[config.mk]
export PLATFORM = sky130hd
export DESIGN_NAME = pwm4_top
export DESIGN_NICKNAME = d
export VERILOG_FILES = /design/src/hdl/pwm4_pkg.sv /design/src/hdl/pwm4_top.sv /design/src/hdl/pwm4_scaler.sv
export SDC_FILE = /design/constraint.sdc
export NUM_CORES = 1
export LEC_CHECK = 0
export BUFFER_PORTS_ARGS = -buffer_cell sky130_fd_sc_hd__buf_2
export CAP_MARGIN = 20
export CORE_MARGIN = 2
export CORE_UTILIZATION = 35
export DETAILED_ROUTE_END_ITERATION = 10
export PLACE_DENSITY = 0.48
export SLEW_MARGIN = 0
export SYNTH_ARGS = -nofsm -noshare
export SYNTH_HDL_FRONTEND = slang
export SYNTH_HIERARCHICAL = 1
export SYNTH_SLANG_ARGS = --single-unit
[constraint.sdc]
create_clock -name I_CLK_SYS -period 10.15 [get_ports I_CLK_SYS]
set_input_delay 1.5225 -clock I_CLK_SYS [delete_from_list [all_inputs] [get_ports I_CLK_SYS]]
set_output_delay 1.5225 -clock I_CLK_SYS [all_outputs]
set_load 0.05 [all_outputs]
[src/hdl/pwm4_pkg.sv]
// shared constants and types of the four-channel waveform generator
package pwm4_pkg;

	// ********************************************
	// register map
	// ********************************************
	localparam logic [7:0] ADDR_CLK_CONCAT = 8'h40;
	localparam logic [7:0] ADDR_SEL_POL    = 8'h41;
	localparam logic [7:0] ADDR_ENABLE     = 8'h42;
	localparam logic [7:0] ADDR_PRESCALE   = 8'h43;
	localparam logic [7:0] ADDR_SCALE0     = 8'h44;
	localparam logic [7:0] ADDR_SCNT0      = 8'h45;
	localparam logic [7:0] ADDR_SCALE1     = 8'h46;
	localparam logic [7:0] ADDR_SCNT1      = 8'h47;
	localparam logic [7:0] ADDR_CNT_BASE   = 8'h48;
	localparam logic [7:0] ADDR_PER_BASE   = 8'h4C;
	localparam logic [7:0] ADDR_DTY_BASE   = 8'h50;
	localparam logic [7:0] ADDR_CONTROL    = 8'h54;
	localparam logic [7:0] ADDR_PORT_DIR   = 8'h58;
	localparam logic [7:0] ADDR_PORT_DATA  = 8'h59;

	// ********************************************
	// field positions and reset values
	// ********************************************
	localparam int JOIN_UPPER_BIT   = 7;
	localparam int JOIN_LOWER_BIT   = 6;
	localparam int CLKA_FIELD_LSB   = 3;
	localparam int CLKB_FIELD_LSB   = 0;
	localparam int SCALED_SEL_LSB   = 4;
	localparam int POLARITY_LSB     = 0;
	localparam int CENTER_ALIGN_BIT = 3;
	localparam logic [7:0] RST_ZERO   = 8'h00;
	localparam logic [7:0] RST_PERIOD = 8'hFF;
	localparam logic [7:0] RST_DUTY   = 8'hFF;
	localparam int NUM_CHAN = 4;

	// ********************************************
	// carriers
	// ********************************************
	typedef struct packed {
		logic [7:0] addr;
		logic [7:0] wdata;
		logic       wr;
		logic       rd;
	} bus_req_type;

	typedef struct packed {
		logic [7:0] period;
		logic [7:0] duty;
	} per_duty_type;

endpackage : pwm4_pkg

[src/hdl/pwm4_top.sv]
// four-channel 8/16-bit pulse-width modulator with port takeover
// ********************************************
// Overview of operation
// - four 8-bit channels, or pairs joined as 16-bit channels
// - enabled channel buffers period/duty until rollover or disable
// - disabled channel writes go to buffer and active latch together
// - counter write clears counter and loads buffered period and duty
// - channel counters are readable by software
// - enabled channel owns its pin, except the low channel of a joined pair; unused pins stay general purpose
// - upper join: ch2 high byte, ch3 low, output on pin 2
// - lower join: ch0 high byte, ch1 low, output on pin 0
// - clock A is P divided by two to the field value
// - clock B uses the same division, serves channels 2 and 3
// - channels 0,1 select clock A or scaled clock 0
// - channels 2,3 select clock B or scaled clock 1
// - polarity zero starts low, goes high at duty match
// - duty counts low time for polarity zero, else high time
// - enable forces pin to output without changing direction bit
// - channel clock reaches channel only while enabled
// - prescaler stops when all four enables are clear
// - clock gating changes only on a clock edge
// - waveform appears when selected clock begins next cycle
// - duty of zero in left-aligned mode, or nonzero and at or above period, holds pin at the inverse of polarity
// - common alignment setting picks left or center alignment
// - scaled clock 0 is clock A over scale0+1, halved
// - scaled clock 1 is clock B over scale1+1, halved
// - center mode counts up and down, reversing at period match
// ********************************************
`timescale 1ns/1ps
`default_nettype none
module pwm4_top
	import pwm4_pkg::*;
(
	// clock, reset, enable
	input  wire logic              I_CLK_SYS,
	input  wire logic              I_NRST,
	input  wire logic              I_CE,
	// register port
	input  wire pwm4_pkg::bus_req_type I_BUS,
	output logic [7:0]             O_RDATA,
	// shared port pins
	input  wire logic [3:0]        I_PIN,
	output logic [3:0]             O_PIN,
	output logic [3:0]             O_PIN_OE
);
	import pwm4_pkg::*;

	// ********************************************
	// registers
	// ********************************************
	logic [7:0]   clock_prescale_and_concat_q;
	logic [7:0]   clock_select_and_polarity_q;
	logic [3:0]   channel_enable_q;
	logic         center_align_select_q;
	logic [7:0]   scale_value_0_q;
	logic [7:0]   scale_value_1_q;
	logic [3:0]   port_direction_bits_q;
	logic [3:0]   port_data_q;
	logic [6:0]   pre_q;
	logic [6:0]   pre_prev_q;
	logic [7:0]   cnt_q [NUM_CHAN];
	logic [3:0]   down_q;
	per_duty_type buf_q [NUM_CHAN];
	per_duty_type act_q [NUM_CHAN];
	logic [3:0]   wave_q;
	logic [3:0]   en_sync_q;

	logic       join_upper_pair;
	logic       join_lower_pair;
	logic [3:0] chan_scaled_sel;
	logic [3:0] channel_polarity;
	logic       any_en;
	logic       tick_a, tick_b, tick_s0, tick_s1;
	logic [7:0] scnt0, scnt1;
	logic [3:0] ch_tick;
	logic [3:0] wr_cnt, wr_per, wr_dty;
	logic [3:0] roll;
	logic [3:0] pin_active;

	assign join_upper_pair  = clock_prescale_and_concat_q[JOIN_UPPER_BIT];
	assign join_lower_pair  = clock_prescale_and_concat_q[JOIN_LOWER_BIT];
	assign chan_scaled_sel  = clock_select_and_polarity_q[SCALED_SEL_LSB +: 4];
	assign channel_polarity = clock_select_and_polarity_q[POLARITY_LSB +: 4];
	assign any_en           = |channel_enable_q;

	// ********************************************
	// control registers
	// ********************************************
	// plain byte registers, all clear at reset
	always_ff @(posedge I_CLK_SYS)
	begin
		if (!I_NRST)
		begin
			clock_prescale_and_concat_q <= RST_ZERO;
			clock_select_and_polarity_q <= RST_ZERO;
			channel_enable_q            <= 4'h0;
			center_align_select_q       <= 1'b0;
			scale_value_0_q             <= RST_ZERO;
			scale_value_1_q             <= RST_ZERO;
			port_direction_bits_q       <= 4'h0;
			port_data_q                 <= 4'h0;
		end
		else if (I_CE && I_BUS.wr)
		begin
			if (I_BUS.addr == ADDR_CLK_CONCAT)
				clock_prescale_and_concat_q <= I_BUS.wdata;
			else if (I_BUS.addr == ADDR_SEL_POL)
				clock_select_and_polarity_q <= I_BUS.wdata;
			else if (I_BUS.addr == ADDR_ENABLE)
				channel_enable_q <= I_BUS.wdata[3:0];
			else if (I_BUS.addr == ADDR_CONTROL)
				center_align_select_q <= I_BUS.wdata[CENTER_ALIGN_BIT];
			else if (I_BUS.addr == ADDR_SCALE0)
				scale_value_0_q <= I_BUS.wdata;
			else if (I_BUS.addr == ADDR_SCALE1)
				scale_value_1_q <= I_BUS.wdata;
			else if (I_BUS.addr == ADDR_PORT_DIR)
				port_direction_bits_q <= I_BUS.wdata[3:0];
			else if (I_BUS.addr == ADDR_PORT_DATA)
				port_data_q <= I_BUS.wdata[3:0];
		end
	end

	// ********************************************
	// shared prescaler
	// ********************************************
	// frozen while no channel runs, saving toggling power
	always_ff @(posedge I_CLK_SYS)
	begin
		if (!I_NRST)
		begin
			pre_q      <= 7'h00;
			pre_prev_q <= 7'h00;
		end
		else if (I_CE && any_en)
		begin
			pre_q      <= pre_q + 7'h01;
			pre_prev_q <= pre_q;
		end
	end

	pwm4_scaler u_scaler_a
	(
		.i_clk         (I_CLK_SYS),
		.i_nrst        (I_NRST),
		.i_ce          (I_CE),
		.i_run         (any_en),
		.i_pre_cnt     (pre_q),
		.i_pre_prev    (pre_prev_q),
		.i_div_sel     (clock_prescale_and_concat_q[CLKA_FIELD_LSB +: 3]),
		.i_scale       (scale_value_0_q),
		.i_scale_load  (I_BUS.wr && I_BUS.addr == ADDR_SCALE0),
		.o_tick_base   (tick_a),
		.o_tick_scaled (tick_s0),
		.o_scnt        (scnt0)
	);

	pwm4_scaler u_scaler_b
	(
		.i_clk         (I_CLK_SYS),
		.i_nrst        (I_NRST),
		.i_ce          (I_CE),
		.i_run         (any_en),
		.i_pre_cnt     (pre_q),
		.i_pre_prev    (pre_prev_q),
		.i_div_sel     (clock_prescale_and_concat_q[CLKB_FIELD_LSB +: 3]),
		.i_scale       (scale_value_1_q),
		.i_scale_load  (I_BUS.wr && I_BUS.addr == ADDR_SCALE1),
		.o_tick_base   (tick_b),
		.o_tick_scaled (tick_s1),
		.o_scnt        (scnt1)
	);

	// ********************************************
	// per-channel clock select and gating
	// ********************************************
	// the enable is registered so gating only changes on an edge;
	// a joined pair runs both halves on the low channel's clock
	always_ff @(posedge I_CLK_SYS)
	begin
		if (!I_NRST)
			en_sync_q <= 4'h0;
		else if (I_CE)
			en_sync_q <= channel_enable_q;
	end

	always_comb
	begin
		ch_tick[0] = chan_scaled_sel[join_lower_pair ? 1 : 0] ? tick_s0 : tick_a;
		ch_tick[1] = chan_scaled_sel[1] ? tick_s0 : tick_a;
		ch_tick[2] = chan_scaled_sel[join_upper_pair ? 3 : 2] ? tick_s1 : tick_b;
		ch_tick[3] = chan_scaled_sel[3] ? tick_s1 : tick_b;
		ch_tick[0] = ch_tick[0] & en_sync_q[join_lower_pair ? 0 : 0];
		ch_tick[1] = ch_tick[1] & en_sync_q[join_lower_pair ? 0 : 1];
		ch_tick[2] = ch_tick[2] & en_sync_q[2];
		ch_tick[3] = ch_tick[3] & en_sync_q[join_upper_pair ? 2 : 3];
	end

	// ********************************************
	// channel counters, buffers and waveform
	// ********************************************
	genvar g;
	generate
		for (g = 0; g < NUM_CHAN; g++)
		begin : g_chan
			localparam int HI = (g < 2) ? 0 : 2;
			logic        joined;
			logic        is_low;
			logic [15:0] cnt16, per16, dty16;
			logic        top_hit;
			logic        up_now;
			logic        en_eff;

			assign joined = (g < 2) ? join_lower_pair : join_upper_pair;
			assign is_low = (g == HI + 1);
			assign en_eff = joined ? channel_enable_q[HI] : channel_enable_q[g];
			assign wr_cnt[g] = I_BUS.wr && I_BUS.addr == ADDR_CNT_BASE + 8'(g);
			assign wr_per[g] = I_BUS.wr && I_BUS.addr == ADDR_PER_BASE + 8'(g);
			assign wr_dty[g] = I_BUS.wr && I_BUS.addr == ADDR_DTY_BASE + 8'(g);
			// joined pair compares as one 16-bit value, high byte first
			assign cnt16 = joined ? {cnt_q[HI], cnt_q[HI+1]} : {8'h00, cnt_q[g]};
			assign per16 = joined ? {act_q[HI].period, act_q[HI+1].period}
				: {8'h00, act_q[g].period};
			assign dty16 = joined ? {act_q[HI].duty, act_q[HI+1].duty}
				: {8'h00, act_q[g].duty};
			assign top_hit = (cnt16 >= per16);
			assign roll[g] = ch_tick[joined ? HI + 1 : g] & top_hit
				& ~center_align_select_q;
			assign up_now = ~down_q[joined ? HI + 1 : g];

			// double buffer: straight through while disabled
			always_ff @(posedge I_CLK_SYS)
			begin
				if (!I_NRST)
				begin
					buf_q[g] <= '{RST_PERIOD, RST_DUTY};
					act_q[g] <= '{RST_PERIOD, RST_DUTY};
				end
				else if (I_CE)
				begin
					if (wr_per[g])
						buf_q[g].period <= I_BUS.wdata;
					if (wr_dty[g])
						buf_q[g].duty <= I_BUS.wdata;
					if (!en_eff)
					begin
						if (wr_per[g])
							act_q[g].period <= I_BUS.wdata;
						else
							act_q[g].period <= buf_q[g].period;
						if (wr_dty[g])
							act_q[g].duty <= I_BUS.wdata;
						else
							act_q[g].duty <= buf_q[g].duty;
					end
					else if (wr_cnt[joined ? HI + 1 : g] || wr_cnt[joined ? HI : g]
						|| roll[joined ? HI + 1 : g]
						|| (center_align_select_q && ch_tick[joined ? HI + 1 : g]
						&& cnt16 == 16'h0000 && up_now))
						act_q[g] <= buf_q[g];
				end
			end

			// counter: low byte ticks, high byte takes carries when joined
			always_ff @(posedge I_CLK_SYS)
			begin
				if (!I_NRST)
				begin
					cnt_q[g]  <= RST_ZERO;
					down_q[g] <= 1'b0;
				end
				else if (I_CE)
				begin
					if (wr_cnt[joined ? HI + 1 : g] || wr_cnt[joined ? HI : g])
					begin
						cnt_q[g]  <= RST_ZERO;
						down_q[g] <= 1'b0;
					end
					else if (ch_tick[joined ? HI + 1 : g])
					begin
						if (!center_align_select_q)
							cnt_q[g] <= top_hit ? RST_ZERO :
								(joined && !is_low) ? 8'(cnt16[15:8]
								+ 8'((cnt16[7:0] == 8'hFF) ? 1 : 0))
								: 8'(cnt16[7:0] + 8'h01) ;
						else if (up_now)
						begin
							if (cnt16 + 16'h0001 >= per16)
								down_q[g] <= 1'b1;
							cnt_q[g] <= (joined && !is_low) ? 8'(cnt16[15:8]
								+ 8'((cnt16[7:0] == 8'hFF) ? 1 : 0))
								: 8'(cnt16[7:0] + 8'h01);
						end
						else
						begin
							if (cnt16 <= 16'h0001)
								down_q[g] <= 1'b0;
							cnt_q[g] <= (joined && !is_low) ? 8'(cnt16[15:8]
								- 8'((cnt16[7:0] == 8'h00) ? 1 : 0))
								: 8'(cnt16[7:0] - 8'h01);
						end
					end
				end
			end

			// output: polarity sets starting level, duty match flips it
			always_ff @(posedge I_CLK_SYS)
			begin
				if (!I_NRST)
					wave_q[g] <= 1'b0;
				else if (I_CE)
				begin
					if (dty16 >= per16 && !(dty16 == 16'h0000 && per16 == 16'h0000))
						wave_q[g] <= ~channel_polarity[g];
					else if (cnt16 < dty16 || (center_align_select_q && cnt16 == dty16))
						wave_q[g] <= channel_polarity[g];
					else
						wave_q[g] <= ~channel_polarity[g];
				end
			end
		end
	endgenerate

	// ********************************************
	// pin takeover
	// ********************************************
	// joined low channel's pin returns to the general-purpose port
	assign pin_active[0] = channel_enable_q[0];
	assign pin_active[1] = channel_enable_q[1] & ~join_lower_pair;
	assign pin_active[2] = channel_enable_q[2];
	assign pin_active[3] = channel_enable_q[3] & ~join_upper_pair;

	// outputs registered; waveform shows once the channel clock ticks
	always_ff @(posedge I_CLK_SYS)
	begin
		if (!I_NRST)
		begin
			O_PIN    <= 4'h0;
			O_PIN_OE <= 4'h0;
		end
		else if (I_CE)
		begin
			O_PIN    <= (pin_active & wave_q) | (~pin_active & port_data_q);
			O_PIN_OE <= pin_active | port_direction_bits_q;
		end
	end

	// ********************************************
	// read port
	// ********************************************
	// reads have no side effects, so counters read freely
	always_ff @(posedge I_CLK_SYS)
	begin
		if (!I_NRST)
			O_RDATA <= RST_ZERO;
		else if (I_CE)
		begin
			if (!I_BUS.rd)
				O_RDATA <= RST_ZERO;
			else if (I_BUS.addr == ADDR_CLK_CONCAT)
				O_RDATA <= clock_prescale_and_concat_q;
			else if (I_BUS.addr == ADDR_SEL_POL)
				O_RDATA <= clock_select_and_polarity_q;
			else if (I_BUS.addr == ADDR_ENABLE)
				O_RDATA <= {4'h0, channel_enable_q};
			else if (I_BUS.addr == ADDR_PRESCALE)
				O_RDATA <= {1'b0, pre_q};
			else if (I_BUS.addr == ADDR_SCALE0)
				O_RDATA <= scale_value_0_q;
			else if (I_BUS.addr == ADDR_SCNT0)
				O_RDATA <= scnt0;
			else if (I_BUS.addr == ADDR_SCALE1)
				O_RDATA <= scale_value_1_q;
			else if (I_BUS.addr == ADDR_SCNT1)
				O_RDATA <= scnt1;
			else if (I_BUS.addr[7:2] == ADDR_CNT_BASE[7:2])
				O_RDATA <= cnt_q[I_BUS.addr[1:0]];
			else if (I_BUS.addr[7:2] == ADDR_PER_BASE[7:2])
				O_RDATA <= buf_q[I_BUS.addr[1:0]].period;
			else if (I_BUS.addr[7:2] == ADDR_DTY_BASE[7:2])
				O_RDATA <= buf_q[I_BUS.addr[1:0]].duty;
			else if (I_BUS.addr == ADDR_CONTROL)
				O_RDATA <= {4'h0, center_align_select_q, 3'h0};
			else if (I_BUS.addr == ADDR_PORT_DIR)
				O_RDATA <= {4'h0, port_direction_bits_q};
			else if (I_BUS.addr == ADDR_PORT_DATA)
				O_RDATA <= {4'h0, I_PIN};
			else
				O_RDATA <= RST_ZERO;
		end
	end

	// ********************************************
	// checks
	// ********************************************
	a_prescale_idle: assert property (@(posedge I_CLK_SYS)
		disable iff (!I_NRST) (I_CE && !any_en) |=> $stable(pre_q))
		else $error("prescaler moved with all channels off");
	a_enable_drives: assert property (@(posedge I_CLK_SYS)
		disable iff (!I_NRST) (I_CE && channel_enable_q[0]) |=> O_PIN_OE[0])
		else $error("enabled pin not driven");
	a_counter_clear: assert property (@(posedge I_CLK_SYS)
		disable iff (!I_NRST)
		(I_CE && wr_cnt[2] && !join_upper_pair) |=> cnt_q[2] == 8'h00)
		else $error("counter write did not clear");
	a_direct_latch: assert property (@(posedge I_CLK_SYS)
		disable iff (!I_NRST)
		(I_CE && wr_per[0] && !channel_enable_q[0] && !join_lower_pair)
		|=> act_q[0].period == $past(I_BUS.wdata))
		else $error("disabled period write not latched");
	a_buffer_hold: assert property (@(posedge I_CLK_SYS)
		disable iff (!I_NRST)
		(I_CE && wr_dty[0] && channel_enable_q[0] && !join_lower_pair
		&& !roll[0] && !center_align_select_q)
		|=> $stable(act_q[0].duty))
		else $error("duty changed without rollover");
	a_gated_tick: assert property (@(posedge I_CLK_SYS)
		disable iff (!I_NRST)
		!en_sync_q[3] && !join_upper_pair |-> !ch_tick[3])
		else $error("clock reached disabled channel");
	a_read_counter: assert property (@(posedge I_CLK_SYS)
		disable iff (!I_NRST)
		(I_CE && I_BUS.rd && I_BUS.addr == ADDR_CNT_BASE)
		|=> O_RDATA == $past(cnt_q[0]))
		else $error("counter read wrong");
	a_joined_pin: assert property (@(posedge I_CLK_SYS)
		disable iff (!I_NRST)
		(I_CE && join_upper_pair && !port_direction_bits_q[3])
		|=> !O_PIN_OE[3])
		else $error("joined low pin still driven");
	c_join: cover property (@(posedge I_CLK_SYS) join_lower_pair && channel_enable_q[0]);
	c_center: cover property (@(posedge I_CLK_SYS) center_align_select_q && down_q[0]);
	c_roll: cover property (@(posedge I_CLK_SYS) roll[2]);

endmodule // pwm4_top
`default_nettype wire

[src/hdl/pwm4_scaler.sv]
// prescaled clock A/B plus scaled clock S0/S1 tick generator
`timescale 1ns/1ps
`default_nettype none
module pwm4_scaler
(
	// clock and reset
	input  wire logic       i_clk,
	input  wire logic       i_nrst,
	input  wire logic       i_ce,
	// prescale tap and scale value
	input  wire logic       i_run,
	input  wire logic [6:0] i_pre_cnt,
	input  wire logic [6:0] i_pre_prev,
	input  wire logic [2:0] i_div_sel,
	input  wire logic [7:0] i_scale,
	input  wire logic       i_scale_load,
	// ticks
	output logic            o_tick_base,
	output logic            o_tick_scaled,
	output logic [7:0]      o_scnt
);
	import pwm4_pkg::*;

	logic [7:0] scnt_q;
	logic       half_q;
	logic [7:0] tap_full;
	logic [7:0] tap_prev;

	// ********************************************
	// clock A/B: P divided by 2**sel
	// ********************************************
	// a rising edge on bit (sel-1) of the prescaler marks one tick
	assign tap_full = {i_pre_cnt, 1'b1};
	assign tap_prev = {i_pre_prev, 1'b0};
	assign o_tick_base = i_run & ((i_div_sel == 3'd0) ? 1'b1 :
		(tap_full[i_div_sel] & ~tap_prev[i_div_sel]));

	// ********************************************
	// scaled clock: divide by scale+1, then by two
	// ********************************************
	// down counter reloads at zero; 0xFF gives 256 steps
	always_ff @(posedge i_clk)
	begin
		if (!i_nrst)
		begin
			scnt_q <= RST_ZERO;
			half_q <= 1'b0;
		end
		else if (i_ce)
		begin
			if (i_scale_load)
				scnt_q <= i_scale;
			else if (o_tick_base)
			begin
				if (scnt_q == 8'h00)
				begin
					scnt_q <= i_scale;
					half_q <= ~half_q;
				end
				else
					scnt_q <= scnt_q - 8'h01;
			end
		end
	end

	assign o_tick_scaled = o_tick_base & (scnt_q == 8'h00) & half_q;
	assign o_scnt        = scnt_q;

endmodule // pwm4_scaler
`default_nettype wire

; ---- Word-level counts from Yosys, hierarchy flattened
; Memory sizes are Yosys's and may differ from the RTL's.
; Index checks and enable logic that the tools add are counted.
[totals]
out_inout_bits = 16
regBits = 105
ram_bits = 160
memories = 3
in_bits = 25
elab_cells = 719
[memory_table]
columns = name, words, width, rd, rd_clocked_by_memory_dff, write_ports, line
row1 = act_q, 4, 16, 4, 0, 4, pwm4_top.sv:64  ; per_duty_type act_q [NUM_CHAN];
row2 = buf_q, 4, 16, 5, 0, 4, pwm4_top.sv:63  ; per_duty_type buf_q [NUM_CHAN];
row3 = cnt_q, 4, 8, 5, 0, 4, pwm4_top.sv:61  ; logic [7:0] cnt_q [NUM_CHAN];
[classes]
bitwise_logic = 99
add_sub_neg = 19
order_cmp = 26
eq_ne = 34
reduce_logical = 107
muxes = 405
[ops]
columns = op, n
row1 = $mux 8, 74
row2 = $mux 1, 298
row3 = $ge 16x16->1, 12
row4 = $logic_not 16->1, 12
row5 = $mux 16, 12
row6 = $eq 8x7->1 const B, 23
row7 = $add 16x1->16 const B, 4
row8 = $eq 16x16->1, 4
row9 = $le 16x1->1 const B, 4
row10 = $lt 16x16->1, 4
row11 = $or 1x1->1, 48
row12 = $sub 8x1->8 const B, 6
row13 = $logic_and 1x1->1, 40
row14 = $add 8x1->8 const B, 4
row15 = $logic_not 8->1, 4
row16 = $bmux 1 s2, 14
row17 = $not 1->1, 24
row18 = $and 1x1->1, 22
row19 = $reduce_bool 2->1, 10
row20 = $eq 6x5->1 const B, 3
row21 = $add 8x1->8, 2
row22 = $eq 8x8->1 const B, 2
row23 = $logic_or 1x1->1, 16
row24 = $sub 8x1->8, 2
row25 = other kinds (22), 46

; ---- Depth between registers and ports, before layout
[logic_depth]
ltp_word = 26
ltp_mapped = 17
mapped_depth_nobuf = 15

; ---- By module
; The synthesis kept the hierarchy.
[by_module_without_submodules]
columns = module, area_per_inst_um2, n_inst, seq_area_each_um2, cells_per_inst
row1 = pwm4_top, 19890.3, 1, 6546.3, 2175
row2 = pwm4_scaler, 794.5, 2, 180.2, 93

; ---- Least setup slack after synthesis
; No wires, ideal clock.
[synth_path]
path_kind = input -> register
start = input port I_BUS[10] in the netlist's numbering
end = memory buf_q[0][0] in the netlist's numbering (enable)
path_slack_ps = 6178
path_stages = 7
n_path_buf = 6
t_required_ps = 9752
setup_time_ps = 398
t_arrival_ps = 3574
cell_sequence = buf_4 > buf_4 > buf_4 > buf_2 > buf_2 > buf_2 > o41ai_1
[synth_rtl]
columns = element, line
row1 = start: declaration, pwm4_top.sv:39  ; input wire pwm4_pkg::bus_req_type I_BUS,
row2 = end: declaration, pwm4_top.sv:63

==> PnR_summary.wiki <==
{| class="wikitable"
! Metric !! Value
|-
| Status || finished clean
|-
| Half-perimeter wire length after placement || 61990 um
|-
| Share of total power in the clock network || 42.8%
|-
| R2R setup slack || 5.23 ns
|-
| Most prevalent standard cell on the critical path || sky130_fd_sc_hd__o21a_1
|-
| Leftover overflow at the end of global routing || 0
|-
| Cells after Synth || 2361
|-
| Maximum fanout count along the critical path || 44
|-
| Path class of the lowest-slack min-delay path || reg -> reg
|-
| Syn_area_per_cell || 9.098 um^2
|-
| Max Transition Viols Final || 0
|-
| Number of vias after detailed routing || 19.07k
|-
| Skew final || 0.04648 ns
|-
| Clock Sinks || 265
|-
| Setup violation total in the final timing report || 0
|-
| Internal Power || 1.968 mW
|-
| Max-cap check violation count || 0
|-
| Unrepaired setup endpoints after global routing || no
|-
| Combined global-route utilization of all metal layers || 25.32%
|-
| Most area-hungry cell type in the Yosys netlist || sky130_fd_sc_hd__edfxtp_1
|-
| Number of enable-type register cells in the synthesized netlist || 160
|-
| Register area share after synthesis || 32.15%
|-
| Total non-filler cell area in the finished layout || 0.02330 mm^2
|-
| Overall Power || 2.756 mW
|-
| Asr flop ratio synth || 0%
|-
| CTS resizes || 0
|-
| Crit-path max cell delay || 0.91 ns
|-
| Post-synth cell types || 94
|-
| Most common library cell in the layout ignoring fill and taps || sky130_fd_sc_hd__ha_1
|-
| Average vias per placed instance || 6.082
|-
| Post-layout minimum cycle time || 4.921 ns
|-
| Net count of the mapped netlist || 2619
|-
| Placement Cell Area || 0.02222 mm^2
|-
| Total power per unit cell area || 118.3 mW/mm^2
|-
| Maximum number of buffers from clock root to sink || 3
|-
| Static power due to leakage || 8.968 nW
|-
| Total negative slack for setup checks || 0 ns
|-
| Switching power share of the total || 28.61%
|-
| Top library cells by usage in the layout, fill and taps aside || 233 x sky130_fd_sc_hd__ha_1, 216 x sky130_fd_sc_hd__nand2_1, 188 x sky130_fd_sc_hd__nor2_1, 160 x sky130_fd_sc_hd__edfxtp_1, 121 x sky130_fd_sc_hd__inv_1
|-
| Post-route fraction of the period consumed by the critical path || 48.49%
|-
| Crit Path Class || reg -> reg
|-
| Critical Path Start Type || flip-flop
|-
| Part of the total power dissipated in sequential elements || 45.3%
|-
| Vias in the first global route || 18.21k
|-
| Area of the mapped netlist || 0.02148 mm^2
|-
| # port buffers || 40
|-
| CP max stage cell || sky130_fd_sc_hd__dfxtp_2
|-
| Clock insertion delay at the later pin of the skew report || 0.58 ns
|-
| Final routed DRC violation total || 0
|-
| Data arrival time of the worst path || 5.06 ns
|-
| Horizontal die dimension || 251.7 um
|-
| Number of warning messages in the yosys log || 6
|-
| Achievable Freq || 0.2032 GHz
|-
| CTS clock-pin slew for the worst setup and hold paths || 0.06 ns
|-
| Worst slew margin relative to its limit || 29.71%
|-
| Proportion of layout cells with a drive suffix above 1 || 8.156%
|-
| Pin count of the biggest net entering global routing || 69
|-
| Number of buffers inserted during clock tree synthesis || 34
|-
| Total die area || 0.06337 mm^2
|-
| Number of rows created at floorplan || 90
|-
| Antenna violation net count after detailed routing || 0
|-
| Library cell used as clock root buffer || sky130_fd_sc_hd__clkbuf_16
|-
| Area added between synthesis and finish || 8.481%
|-
| Net load switching power || 0.7886 mW
|-
| Number of DRC markers after the initial detailed-route iteration || 2094
|-
| Routability congestion estimate || 0.9479
|-
| Fill cell count || 6042
|-
| Combinational share of power || 11.9%
|-
| Endpoints failing hold || 0
|-
| Number of buffers added to fix hold violations after cts || 0
|-
| Die Ht || 251.7 um
|-
| Global-route wire length before repair || 120900 um
|-
| Top FF cell, synth || sky130_fd_sc_hd__edfxtp_1
|-
| Synth area leaders || sky130_fd_sc_hd__edfxtp_1 22%, sky130_fd_sc_hd__ha_1 14%, sky130_fd_sc_hd__dfxtp_1 9.8%, sky130_fd_sc_hd__mux2i_1 5.2%, sky130_fd_sc_hd__nand2_1 3.8%
|-
| Number of diodes || 0
|-
| Starting density of the core || 35.52%
|-
| Core area || 0.06047 mm^2
|-
| Area share of the leading cell type in the synthesized netlist || 22.37%
|-
| First-pass iteration count of the detailed router || 5
|-
| Initial antenna violation count || 0
|-
| CP required || 10.29 ns
|-
| Chain of cells forming the critical path || buf_4 > mux2i_1 > ha_1 > o21a_1 > o21a_1 > o221ai_1 > o32ai_1 > nor3_1 > o21ai_0
|-
| Wirelength, routed || 81420 um
|-
| Largest vdd supply drop || 0.0001003 V
|-
| Number of post-CTS setup repair buffers || 0
|-
| # IOs || 41
|-
| Post-layout net count || 2587
|-
| TritonCTS clock tree || built
|-
| Number of levels the H-tree was split into || 2
|-
| Drt wl/cell || 25.96 um
|-
| #FFs+latches synth || 265
|-
| Category of the worst setup path capture point || flip-flop
|-
| Slew of the pin with the lowest slew margin || 1.046 ns
|}
-- layout make-up --
| cell class | count | area, um^2 | area share [%] |
|---|---|---|---|
| well taps | 782 | 978.4 | 4.199 |
| repair buffers | 65 | 385.4 | 1.654 |
| flip-flops and latches | 265 | 6909 | 29.65 |
| multi-input cells | 1840 | 13500 | 57.94 |
| clock buffers | 46 | 915.9 | 3.931 |
| inverters | 123 | 461.7 | 1.981 |
| clock inverters | 15 | 150.1 | 0.6444 |
-- synth_stat cells, drive strengths merged, types with 56 or more instances --
master and n:
nand2b 75, nand2 216, o21ai 102, inv 122, ha 233, dfxtp 105, buf 56, edfxtp 160
nor2 188, o22a 62, nand3 71, a21oi 117, clkbuf 77, mux2i 112
-- routing by layer --
metal  GRT usage [%]  part of all wire (%)  vias to the layer above
met5               0                     0                        -
met4           7.517                   2.9                        0
met3           2.816                   5.9                      118
met2           41.23                    46                      768
met1           35.27                    45                     9378
li1                -                     -                     8808
-- final timing paths --
check,from,end,cells after the start
setup / recovery,clock_prescale_and_concat_q[6],act_q[0][3],9
setup reg to reg,clock_prescale_and_concat_q[6],act_q[0][3],9
hold reg to reg,pre_prev_q[0],pre_prev_q[0],2
hold / removal,pre_prev_q[0],pre_prev_q[0],2
-- power groups by stage --
stage	combinational, mW	sequential [mW]	clock [mW]
floorplan	0.225	1.23	0
CTS	0.323	1.25	1.20
global placement	0.317	1.27	0
detailed placement	0.321	1.27	0
global route	0.358	1.25	1.24
finish	0.328	1.25	1.18
-- worst max-delay path, delay by kind of cell, from the launching register on --
family	cells	cell delay (ns)
buffers and inverters	1	0.55
flip-flops	1	0.91
adder cells (fa/ha/maj)	1	0.38
AND/OR/NAND/NOR	1	0.62
multiplexers	1	0.73
AO/OA/AOI/OAI	5	1.31
-- kinds of logic after synthesis --
group                    count (synthesis)  share of synthesized area [%]
adder cells (fa/ha/maj)                233                          13.57
XOR/XNOR                                63                          2.569
multiplexers                           153                          8.732
AND/OR/NAND/NOR                        845                          20.16
AO/OA/AOI/OAI                          546                          17.82
flip-flops                             265                          32.15
buffers and inverters                  256                          4.992
-- registers in the layout, summed over array words and instances, names as in the netlist --
name / count
act_q: 64
buf_q: 64
cnt_q: 32
O_RDATA: 8
clock_prescale_and_concat_q: 8
clock_select_and_polarity_q: 8
scale_value_0_q: 8
scale_value_1_q: 8
u_scaler_a/o_scnt: 8
u_scaler_b/o_scnt: 8
pre_prev_q: 7
pre_q: 7
O_PIN: 4
O_PIN_OE: 4
channel_enable_q: 4
down_q: 4
en_sync_q: 4
port_data_q: 4
port_direction_bits_q: 4
wave_q: 4
center_align_select_q: 1
u_scaler_a/half_q: 1
u_scaler_b/half_q: 1
-- stage by stage --
stage | utilization [%] | setup WS, ns | hold WS (ns) | std cells
2_1_floorplan | - | 6.178 | 0.4386 | 2361
3_3_place_gp | 36.74 | 5.258 | 0.4499 | 3072
3_5_place_dp | 36.74 | 5.058 | 0.4757 | 3072
6_report | 38.53 | 5.229 | 0.4789 | 3136
4_1_cts | 38.50 | 5.236 | 0.4843 | 3133
5_1_grt | 38.53 | 4.942 | 0.4948 | 3136
No activity file was read; power rests on OpenSTA's default activity.
